### src/rbc_pkg.sv
// Constants, field layouts and carrier types for the received buffer counter block
//
// Behaviour
// - Written decrement bit lowers count by one
// - Decrement bit is a strobe, reads zero
// - Simultaneous increment and decrement keep count
// - Writing zero to decrement bit does nothing
// - Control bits three to one read zero
// - Decrement touches receive accounting, never transmit
// - Count readable at status 23:16, compared against watermarks
`default_nettype none

package rbc_pkg;

   // Bus geometry and count width
   localparam int unsigned RBC_ADR_W = 8;
   localparam int unsigned RBC_DAT_W = 32;
   localparam int unsigned RBC_SEL_W = 4;
   localparam int unsigned RBC_CNT_W = 8;

   // Register byte offsets
   localparam logic [7:0] RBC_CTRL1_OFS = 8'h00;
   localparam logic [7:0] RBC_WMARK_OFS = 8'h04;
   localparam logic [7:0] RBC_STAT_OFS  = 8'h08;

   // Control register 1 field positions
   localparam int unsigned RBC_ON_BIT     = 15;
   localparam int unsigned RBC_RECEIVE_ENABLE_BIT   = 8;
   localparam int unsigned RBC_AUTOFC_BIT = 7;
   localparam int unsigned RBC_MANFC_BIT  = 4;
   localparam int unsigned RBC_DEC_BIT    = 0;

   // Watermark register field positions
   localparam int unsigned RBC_EMPTY_WM_LSB = 0;
   localparam int unsigned RBC_FULL_WM_LSB  = 8;

   // Status register field positions
   localparam int unsigned RBC_FC_ACT_BIT = 0;
   localparam int unsigned RBC_FULL_BIT   = 1;
   localparam int unsigned RBC_ZERO_BIT   = 2;
   localparam int unsigned RBC_CNT_LSB    = 16;

   // Values after reset, and the count ceiling
   localparam logic [7:0] RBC_FULL_WM_RST  = 8'hFF;
   localparam logic [7:0] RBC_EMPTY_WM_RST = 8'h00;
   localparam logic [7:0] RBC_CNT_RST      = 8'h00;
   localparam logic [7:0] RBC_CNT_MAX      = 8'hFF;

   // Control fields held by software
   typedef struct packed {
      logic on;
      logic receive_enable;
      logic auto_fc;
      logic manual_fc;
   } rbc_ctrl_t;

   // One accepted bus access, valid for a single cycle
   typedef struct packed {
      logic                 wr;
      logic                 rd;
      logic [RBC_ADR_W-1:0] ofs;
      logic [RBC_SEL_W-1:0] sel;
      logic [RBC_DAT_W-1:0] wdata;
   } rbc_access_t;

   localparam rbc_ctrl_t RBC_CTRL_RST = '{on: 1'b0, receive_enable: 1'b0,
                                         auto_fc: 1'b0, manual_fc: 1'b0};

endpackage : rbc_pkg

`default_nettype wire

### src/rbc_sat_counter.sv
// Saturating up/down counter for received buffers
`timescale 1ns/100ps
`default_nettype none

module rbc_sat_counter
   import rbc_pkg::*;
#(
   parameter int unsigned W = 8
)
(
   // Clock and reset
   input  wire logic         clk_i,
   input  wire logic         rst_i,
   // Control
   input  wire logic         clr_i,
   input  wire logic         inc_i,
   input  wire logic         dec_i,
   // Count
   output logic [W-1:0]      count_o
);

   logic [W-1:0] count_reg;
   logic [W-1:0] count_next;

   always_comb
   begin
      count_next = count_reg;
      if (clr_i)
      begin
         count_next = '0;
      end
      else if (inc_i && dec_i)
      begin
         count_next = count_reg;
      end
      else if (dec_i)
      begin
         // Underflow would fake a full buffer pool
         if (count_reg != '0)
         begin
            count_next = count_reg - {{(W-1){1'b0}}, 1'b1};
         end
      end
      else if (inc_i)
      begin
         if (count_reg != {W{1'b1}})
         begin
            count_next = count_reg + {{(W-1){1'b0}}, 1'b1};
         end
      end
   end

   always_ff @(posedge clk_i)
   begin
      if (rst_i)
      begin
         count_reg <= '0;
      end
      else
      begin
         count_reg <= count_next;
      end
   end

   assign count_o = count_reg;

endmodule : rbc_sat_counter

`default_nettype wire

### src/rbc_wb_slave.sv
// Classic Wishbone slave front end: accepts one access, answers one cycle later
`timescale 1ns/100ps
`default_nettype none

module rbc_wb_slave
   import rbc_pkg::*;
(
   // Clock and reset
   input  wire logic                        clk_i,
   input  wire logic                        rst_i,
   // Wishbone
   input  wire logic                        wb_cyc_i,
   input  wire logic                        wb_stb_i,
   input  wire logic                        wb_we_i,
   input  wire logic [RBC_ADR_W-1:0]        wb_adr_i,
   input  wire logic [RBC_SEL_W-1:0]        wb_sel_i,
   input  wire logic [RBC_DAT_W-1:0]        wb_dat_i,
   output logic                             wb_ack_o,
   output logic [RBC_DAT_W-1:0]             wb_dat_o,
   // Register file side
   input  wire logic [RBC_DAT_W-1:0]        rdata_i,
   output var rbc_pkg::rbc_access_t         access_o
);

   import rbc_pkg::*;

   logic                 ack_reg;
   logic                 ack_next;
   logic [RBC_DAT_W-1:0] dat_reg;
   logic [RBC_DAT_W-1:0] dat_next;
   logic                 take;

   // No re-accept while ack stands, so a held request acts once
   assign take = wb_cyc_i && wb_stb_i && !ack_reg;

   always_comb
   begin
      access_o.wr    = take && wb_we_i;
      access_o.rd    = take && !wb_we_i;
      access_o.ofs   = {wb_adr_i[RBC_ADR_W-1:2], 2'b00};
      access_o.sel   = wb_sel_i;
      access_o.wdata = wb_dat_i;
      ack_next       = take;
      dat_next       = dat_reg;
      if (take && !wb_we_i)
      begin
         dat_next = rdata_i;
      end
   end

   always_ff @(posedge clk_i)
   begin
      if (rst_i)
      begin
         ack_reg <= 1'b0;
         dat_reg <= '0;
      end
      else
      begin
         ack_reg <= ack_next;
         dat_reg <= dat_next;
      end
   end

   assign wb_ack_o = ack_reg;
   assign wb_dat_o = dat_reg;

endmodule : rbc_wb_slave

`default_nettype wire

### src/rbc_top.sv
// Received buffer counter with control, watermark and status registers
`timescale 1ns/100ps
`default_nettype none

module rbc_top
   import rbc_pkg::*;
(
   // Clock and reset
   input  wire logic                        clk_i,
   input  wire logic                        rst_i,
   // Wishbone slave
   input  wire logic                        wb_cyc_i,
   input  wire logic                        wb_stb_i,
   input  wire logic                        wb_we_i,
   input  wire logic [rbc_pkg::RBC_ADR_W-1:0] wb_adr_i,
   input  wire logic [rbc_pkg::RBC_SEL_W-1:0] wb_sel_i,
   input  wire logic [rbc_pkg::RBC_DAT_W-1:0] wb_dat_i,
   output logic                             wb_ack_o,
   output logic [rbc_pkg::RBC_DAT_W-1:0]    wb_dat_o,
   // Receive logic
   input  wire logic                        rx_buffer_filled_i,
   // Controller state
   output logic                             controller_on_o,
   output logic                             receive_enable_o,
   output logic [rbc_pkg::RBC_CNT_W-1:0]    received_buffer_count_o,
   output logic                             flow_control_pause_o
);

   import rbc_pkg::*;

   rbc_access_t          acc;
   logic [RBC_DAT_W-1:0] rdata;
   logic [RBC_CNT_W-1:0] cnt;

   rbc_ctrl_t            ctrl_reg;
   rbc_ctrl_t            ctrl_next;
   logic [7:0]           full_wm_reg;
   logic [7:0]           full_wm_next;
   logic [7:0]           empty_wm_reg;
   logic [7:0]           empty_wm_next;
   logic                 auto_fc_reg;
   logic                 auto_fc_next;
   logic                 pause_reg;
   logic                 pause_next;

   logic                 ctrl_hit;
   logic                 wmark_hit;
   logic                 stat_hit;
   logic                 dec_req;
   logic                 inc_req;
   logic                 cnt_clr;

   rbc_wb_slave u_slave (
      .clk_i    (clk_i),
      .rst_i    (rst_i),
      .wb_cyc_i (wb_cyc_i),
      .wb_stb_i (wb_stb_i),
      .wb_we_i  (wb_we_i),
      .wb_adr_i (wb_adr_i),
      .wb_sel_i (wb_sel_i),
      .wb_dat_i (wb_dat_i),
      .wb_ack_o (wb_ack_o),
      .wb_dat_o (wb_dat_o),
      .rdata_i  (rdata),
      .access_o (acc)
   );

   assign ctrl_hit  = (acc.ofs == RBC_CTRL1_OFS);
   assign wmark_hit = (acc.ofs == RBC_WMARK_OFS);
   assign stat_hit  = (acc.ofs == RBC_STAT_OFS);

   // Only a one in bit 0 with its lane enabled asks for a decrement
   assign dec_req = acc.wr && ctrl_hit && acc.sel[0] && acc.wdata[RBC_DEC_BIT];
   assign inc_req = rx_buffer_filled_i && ctrl_reg.on;
   // Turning the controller off empties the buffer accounting
   assign cnt_clr = !ctrl_reg.on;

   // Decrement path reaches the counter only, never the pause logic
   rbc_sat_counter #(
      .W (RBC_CNT_W)
   ) u_count (
      .clk_i   (clk_i),
      .rst_i   (rst_i),
      .clr_i   (cnt_clr),
      .inc_i   (inc_req),
      .dec_i   (dec_req),
      .count_o (cnt)
   );

   // Control register: byte lanes 0 and 1 hold the fields
   always_comb
   begin
      ctrl_next = ctrl_reg;
      if (acc.wr && ctrl_hit)
      begin
         if (acc.sel[0])
         begin
            ctrl_next.auto_fc   = acc.wdata[RBC_AUTOFC_BIT];
            ctrl_next.manual_fc = acc.wdata[RBC_MANFC_BIT];
         end
         if (acc.sel[1])
         begin
            ctrl_next.on             = acc.wdata[RBC_ON_BIT];
            ctrl_next.receive_enable = acc.wdata[RBC_RECEIVE_ENABLE_BIT];
         end
      end
   end

   always_ff @(posedge clk_i)
   begin
      if (rst_i)
      begin
         ctrl_reg <= RBC_CTRL_RST;
      end
      else
      begin
         ctrl_reg <= ctrl_next;
      end
   end

   // Watermark register
   always_comb
   begin
      full_wm_next  = full_wm_reg;
      empty_wm_next = empty_wm_reg;
      if (acc.wr && wmark_hit)
      begin
         if (acc.sel[0])
         begin
            empty_wm_next = acc.wdata[RBC_EMPTY_WM_LSB +: 8];
         end
         if (acc.sel[1])
         begin
            full_wm_next = acc.wdata[RBC_FULL_WM_LSB +: 8];
         end
      end
   end

   always_ff @(posedge clk_i)
   begin
      if (rst_i)
      begin
         full_wm_reg  <= RBC_FULL_WM_RST;
         empty_wm_reg <= RBC_EMPTY_WM_RST;
      end
      else
      begin
         full_wm_reg  <= full_wm_next;
         empty_wm_reg <= empty_wm_next;
      end
   end

   // Automatic flow control: hysteresis between the two watermarks
   always_comb
   begin
      auto_fc_next = auto_fc_reg;
      if (!ctrl_reg.on || !ctrl_reg.auto_fc)
      begin
         auto_fc_next = 1'b0;
      end
      else if (cnt >= full_wm_reg)
      begin
         auto_fc_next = 1'b1;
      end
      else if (cnt <= empty_wm_reg)
      begin
         auto_fc_next = 1'b0;
      end
      pause_next = ctrl_reg.on && (ctrl_reg.manual_fc || auto_fc_reg);
   end

   always_ff @(posedge clk_i)
   begin
      if (rst_i)
      begin
         auto_fc_reg <= 1'b0;
         pause_reg   <= 1'b0;
      end
      else
      begin
         auto_fc_reg <= auto_fc_next;
         pause_reg   <= pause_next;
      end
   end

   // Read data; unmapped offsets read zero
   always_comb
   begin
      rdata = '0;
      if (ctrl_hit)
      begin
         rdata[RBC_ON_BIT]     = ctrl_reg.on;
         rdata[RBC_RECEIVE_ENABLE_BIT]   = ctrl_reg.receive_enable;
         rdata[RBC_AUTOFC_BIT] = ctrl_reg.auto_fc;
         rdata[RBC_MANFC_BIT]  = ctrl_reg.manual_fc;
         // Bits 3:1 and the strobe stay zero from the default
      end
      else if (wmark_hit)
      begin
         rdata[RBC_EMPTY_WM_LSB +: 8] = empty_wm_reg;
         rdata[RBC_FULL_WM_LSB +: 8]  = full_wm_reg;
      end
      else if (stat_hit)
      begin
         rdata[RBC_CNT_LSB +: RBC_CNT_W] = cnt;
         rdata[RBC_FC_ACT_BIT]           = auto_fc_reg;
         rdata[RBC_FULL_BIT]             = (cnt == RBC_CNT_MAX);
         rdata[RBC_ZERO_BIT]             = (cnt == RBC_CNT_RST);
      end
   end

   assign controller_on_o         = ctrl_reg.on;
   assign receive_enable_o        = ctrl_reg.receive_enable;
   assign received_buffer_count_o = cnt;
   assign flow_control_pause_o    = pause_reg;
endmodule : rbc_top

`default_nettype wire

### config.mk
export PLATFORM = sky130hd
export DESIGN_NAME = rbc_top
export DESIGN_NICKNAME = d
export VERILOG_FILES = /design/src/rbc_pkg.sv /design/src/rbc_sat_counter.sv /design/src/rbc_wb_slave.sv /design/src/rbc_top.sv
export SDC_FILE = /design/constraint.sdc
export NUM_CORES = 1
export LEC_CHECK = 0
export BUFFER_PORTS_ARGS = -buffer_cell sky130_fd_sc_hd__buf_2
export CORE_MARGIN = 3
export CORE_UTILIZATION = 46
export DETAILED_ROUTE_END_ITERATION = 7
export PLACE_DENSITY = 0.77
export REMOVE_ABC_BUFFERS = 1
export SLEW_MARGIN = 25
export SYNTH_ARGS = -nofsm -noshare
export SYNTH_HDL_FRONTEND = slang
export SYNTH_SLANG_ARGS = --single-unit
export TNS_END_PERCENT = 50
### constraint.sdc
create_clock -name clk_i -period 2.8 [get_ports clk_i]
set_clock_uncertainty 0.1 [all_clocks]
set_input_delay 0.28 -clock clk_i [delete_from_list [all_inputs] [get_ports clk_i]]
set_output_delay 0.28 -clock clk_i [all_outputs]
set_load 0.01 [all_outputs]
==> flow_summary.yaml <==
run_status:
  status: "completed"
sta:
  hold_viol_final: 0
  fin_crit_ns: 2.718
  fin_crit_sh_pct: 97.06
  rsz0062_at_grt: "no"
  holdWs_ns: 0.08056
  final-setup-viol-count: 0
  fin_tns_setup_ns: 0
  worst-slew-pin-transition_ns: 0.5863
  slew_headroom_pct: 60.92
  max_freq_mhz: 368.0
  slew_viol_final: 0
clocking:
  clk_pin_slew_ns: 0.11
  cts_tree: "yes"
  cts_setup_buffers: 0
  cts_root_buffer: "clkbuf_8"
  h-tree-depth: 2
  tritoncts_num_sinks: 55
  clock_path_buffers: 2
  cts_buffers: 5
  clock_latency_ns: 0.32
floorplan:
  die_x_um: 84.49
  start_util_pct: 49.35
  num_rows: 27
  core_um2: 5743
  die_area_um2: 7139
  ios: 94
  die-height_um: 84.49
worst_setup_path:
  endpoint_kind: "flop"
  crit_type: "primary input to flop"
  startpoint_type: "primary input"
  regToRegSetupSlack_ns: 0.22
  cp.required_ns: 2.94
  arrival_ns: 2.86
  cp_max_fo: 5
place:
  hpwl_um: 5204
  io_buffer_count: 65
  dp.cells: 454
  gp_congestion: 0.8069
run:
  cap_violations: 0
global_route:
  grt_first_pass_wirelength_um: 11500
  grt_max_degree: 26
  grt.total_usage_pct: 19.45
  grt_pass1_vias: 2431
  gr-total-overflow: 0
  antenna_found_initial: 0
yosys:
  synth_cell_types: 50
  syn_area_per_cell_um2: 9.054
  syn-instance-count: 313
  ys_async_sr_fraction_pct: 0
  yosysWarningCount: 0
  synth_seq_cells: 55
  synthesis.area_um2: 2834
  ys_seq_area_share_pct: 38.85
  synth-edff-count: 0
  synth_flop_cell: "dfxtp_1"
power_and_ir_drop:
  vdd_drop_max_mv: 0.1979
  combPwrFrac_pct: 5.3
  pwr_density_cell_nw_per_um2: 387.0
  switchingPower_uw: 317.0
  switching_share_pct: 24.20
  internal_power_uw: 992.8
  fin_total_pwr_uw: 1310
  pwr-share-clk_pct: 34.5
  seqPwrFrac_pct: 60.1
  p_leak_uw: 0.001696
layout:
  drive_above_1_share_pct: 25.64
  largest_register_ffs: 24
  n_antenna_cell: 0
  nets: 462
  mostFrequentLayoutCell: "buf_2"
  syn2layout_area_growth_pct: 19.43
  finalCoreUtilization_pct: 58.93
  final_cell_mix: "buf_2 (65), dfxtp_1 (55), nor2_1 (49)"
  layoutNonFillerInstCount: 462
drt:
  dr.first_iter.drc_count: 101
  drc: 0
  ant_nets: 0
  routed_via_density: 5.494
  drt_wl_total_um: 6964
  drt_first_pass_iters: 4
  vias: 2538
  wl_per_cell_um: 15.07
hold_path:
  worstHoldPathType: "primary input to flop"
metrics by stage:
stage               worst slack (ns)  instance area [µm²]
global route                 0.01660                 3385
global placement             -0.1699                 3284
floorplan                    -0.2658                 2743
detailed placement           -0.2828                 3284
CTS                          0.03139                 3376
finish                       0.08228                 3385
routing by layer:
metal  share of wire, %  GRT usage (%)  vias to the layer above
met4                1.3          5.468                        0
li1                   -              -                     1252
met1                 46          26.12                     1200
met5                  0              0                        -
met2                 47          32.24                       76
met3                5.4          3.238                       10
final cells by class:
cell class	instances	area [µm²]
clock buffers	5	68.82
clock inverters	3	22.52
repair buffers	81	445.4
flip-flops and latches	55	1101
well taps	72	90.09
fillers	524	2359
inverters	19	71.32
multi-input cells	227	1585
Yosys cell counts (all sizes together) (2+ instances only):
| library cell | instances | area [µm²] |
|---|---|---|
| mux2i | 18 | 192.7 |
| nand2b | 3 | 18.77 |
| a22oi | 20 | 150.1 |
| a21oi | 11 | 55.05 |
| and3b | 2 | 17.52 |
| inv | 18 | 67.56 |
| nor2b | 4 | 25.02 |
| nand2 | 21 | 78.83 |
| ha | 22 | 275.3 |
| nand4 | 6 | 37.54 |
| clkbuf | 7 | 26.28 |
| and3 | 2 | 13.77 |
| a21o | 6 | 45.04 |
| buf | 12 | 91.33 |
| nor3 | 5 | 25.02 |
| o22ai | 2 | 12.51 |
| xnor2 | 2 | 17.52 |
| and2 | 2 | 12.51 |
| nand3 | 4 | 25.02 |
| o31a | 2 | 17.52 |
| a221oi | 4 | 35.03 |
| o21ai | 2 | 10.00 |
| a211oi | 3 | 22.52 |
| xor2 | 2 | 17.52 |
| or4 | 3 | 26.27 |
| dfxtp | 55 | 1101 |
| nor4b | 2 | 17.52 |
| nor2 | 49 | 183.9 |
| o211ai | 10 | 75.07 |
power by group through the flow:
stage               Clock, µW  Combinational, µW  Sequential, µW
global placement            0               68.3             805
CTS                       458               69.7             787
finish                    452               70.1             787
detailed placement          0               69.2             805
floorplan                   0               23.4             807
global route              493               77.2             788
worst paths after layout:
kind | cells past startpoint | endpoint | from
worst max register to register | 10 | u_count.count_o[6]$_SDFFE_PP0P_ | u_slave.wb_ack_o$_SDFF_PP0_
worst min register to register | 2 | u_slave.wb_dat_o[0]$_SDFFE_PP0P_ | u_slave.wb_dat_o[0]$_SDFFE_PP0P_
worst max-delay path | 12 | u_count.count_o[6]$_SDFFE_PP0P_ | wb_adr_i[5]
worst min-delay path | 3 | full_wm_reg[4]$_SDFFE_PP1P_ | wb_dat_i[12]
worst max-delay path, stage by stage:
cell	delay (ns)
buf_2	0.09
or4_4	0.53
nor3_2	0.16
and3_2	0.22
nand2_1	0.10
inv_2	0.12
ha_1	0.30
nor2b_1	0.17
o31a_1	0.28
nor4b_1	0.30
o31ai_1	0.13
a21oi_1	0.17
kinds of logic (layout without fill, tap and decap cells):
| logic type | count (synthesis) | count (layout) | synth area share, % |
|---|---|---|---|
| and+or+nand+nor | 109 | 109 | 19.65 |
| AOI/OAI and AO/OA | 65 | 65 | 16.25 |
| DFF | 55 | 55 | 38.85 |
| buffers and inverters | 38 | 108 | 6.666 |
| adders and majority gates | 23 | 23 | 10.42 |
| muxes | 18 | 18 | 6.799 |
| xor gates and xnor gates | 4 | 4 | 1.236 |
| other | 1 | 8 | 0.1323 |
repair_timing:
action / 4_1_cts / 5_1_grt
hold endpoints to repair: 0 / 0
hold buffers: 0 / 0
setup endpoints to repair: 0 / 3
gates resized for setup: 0 / 3
Note: power is estimated with default switching activity, not from simulation.
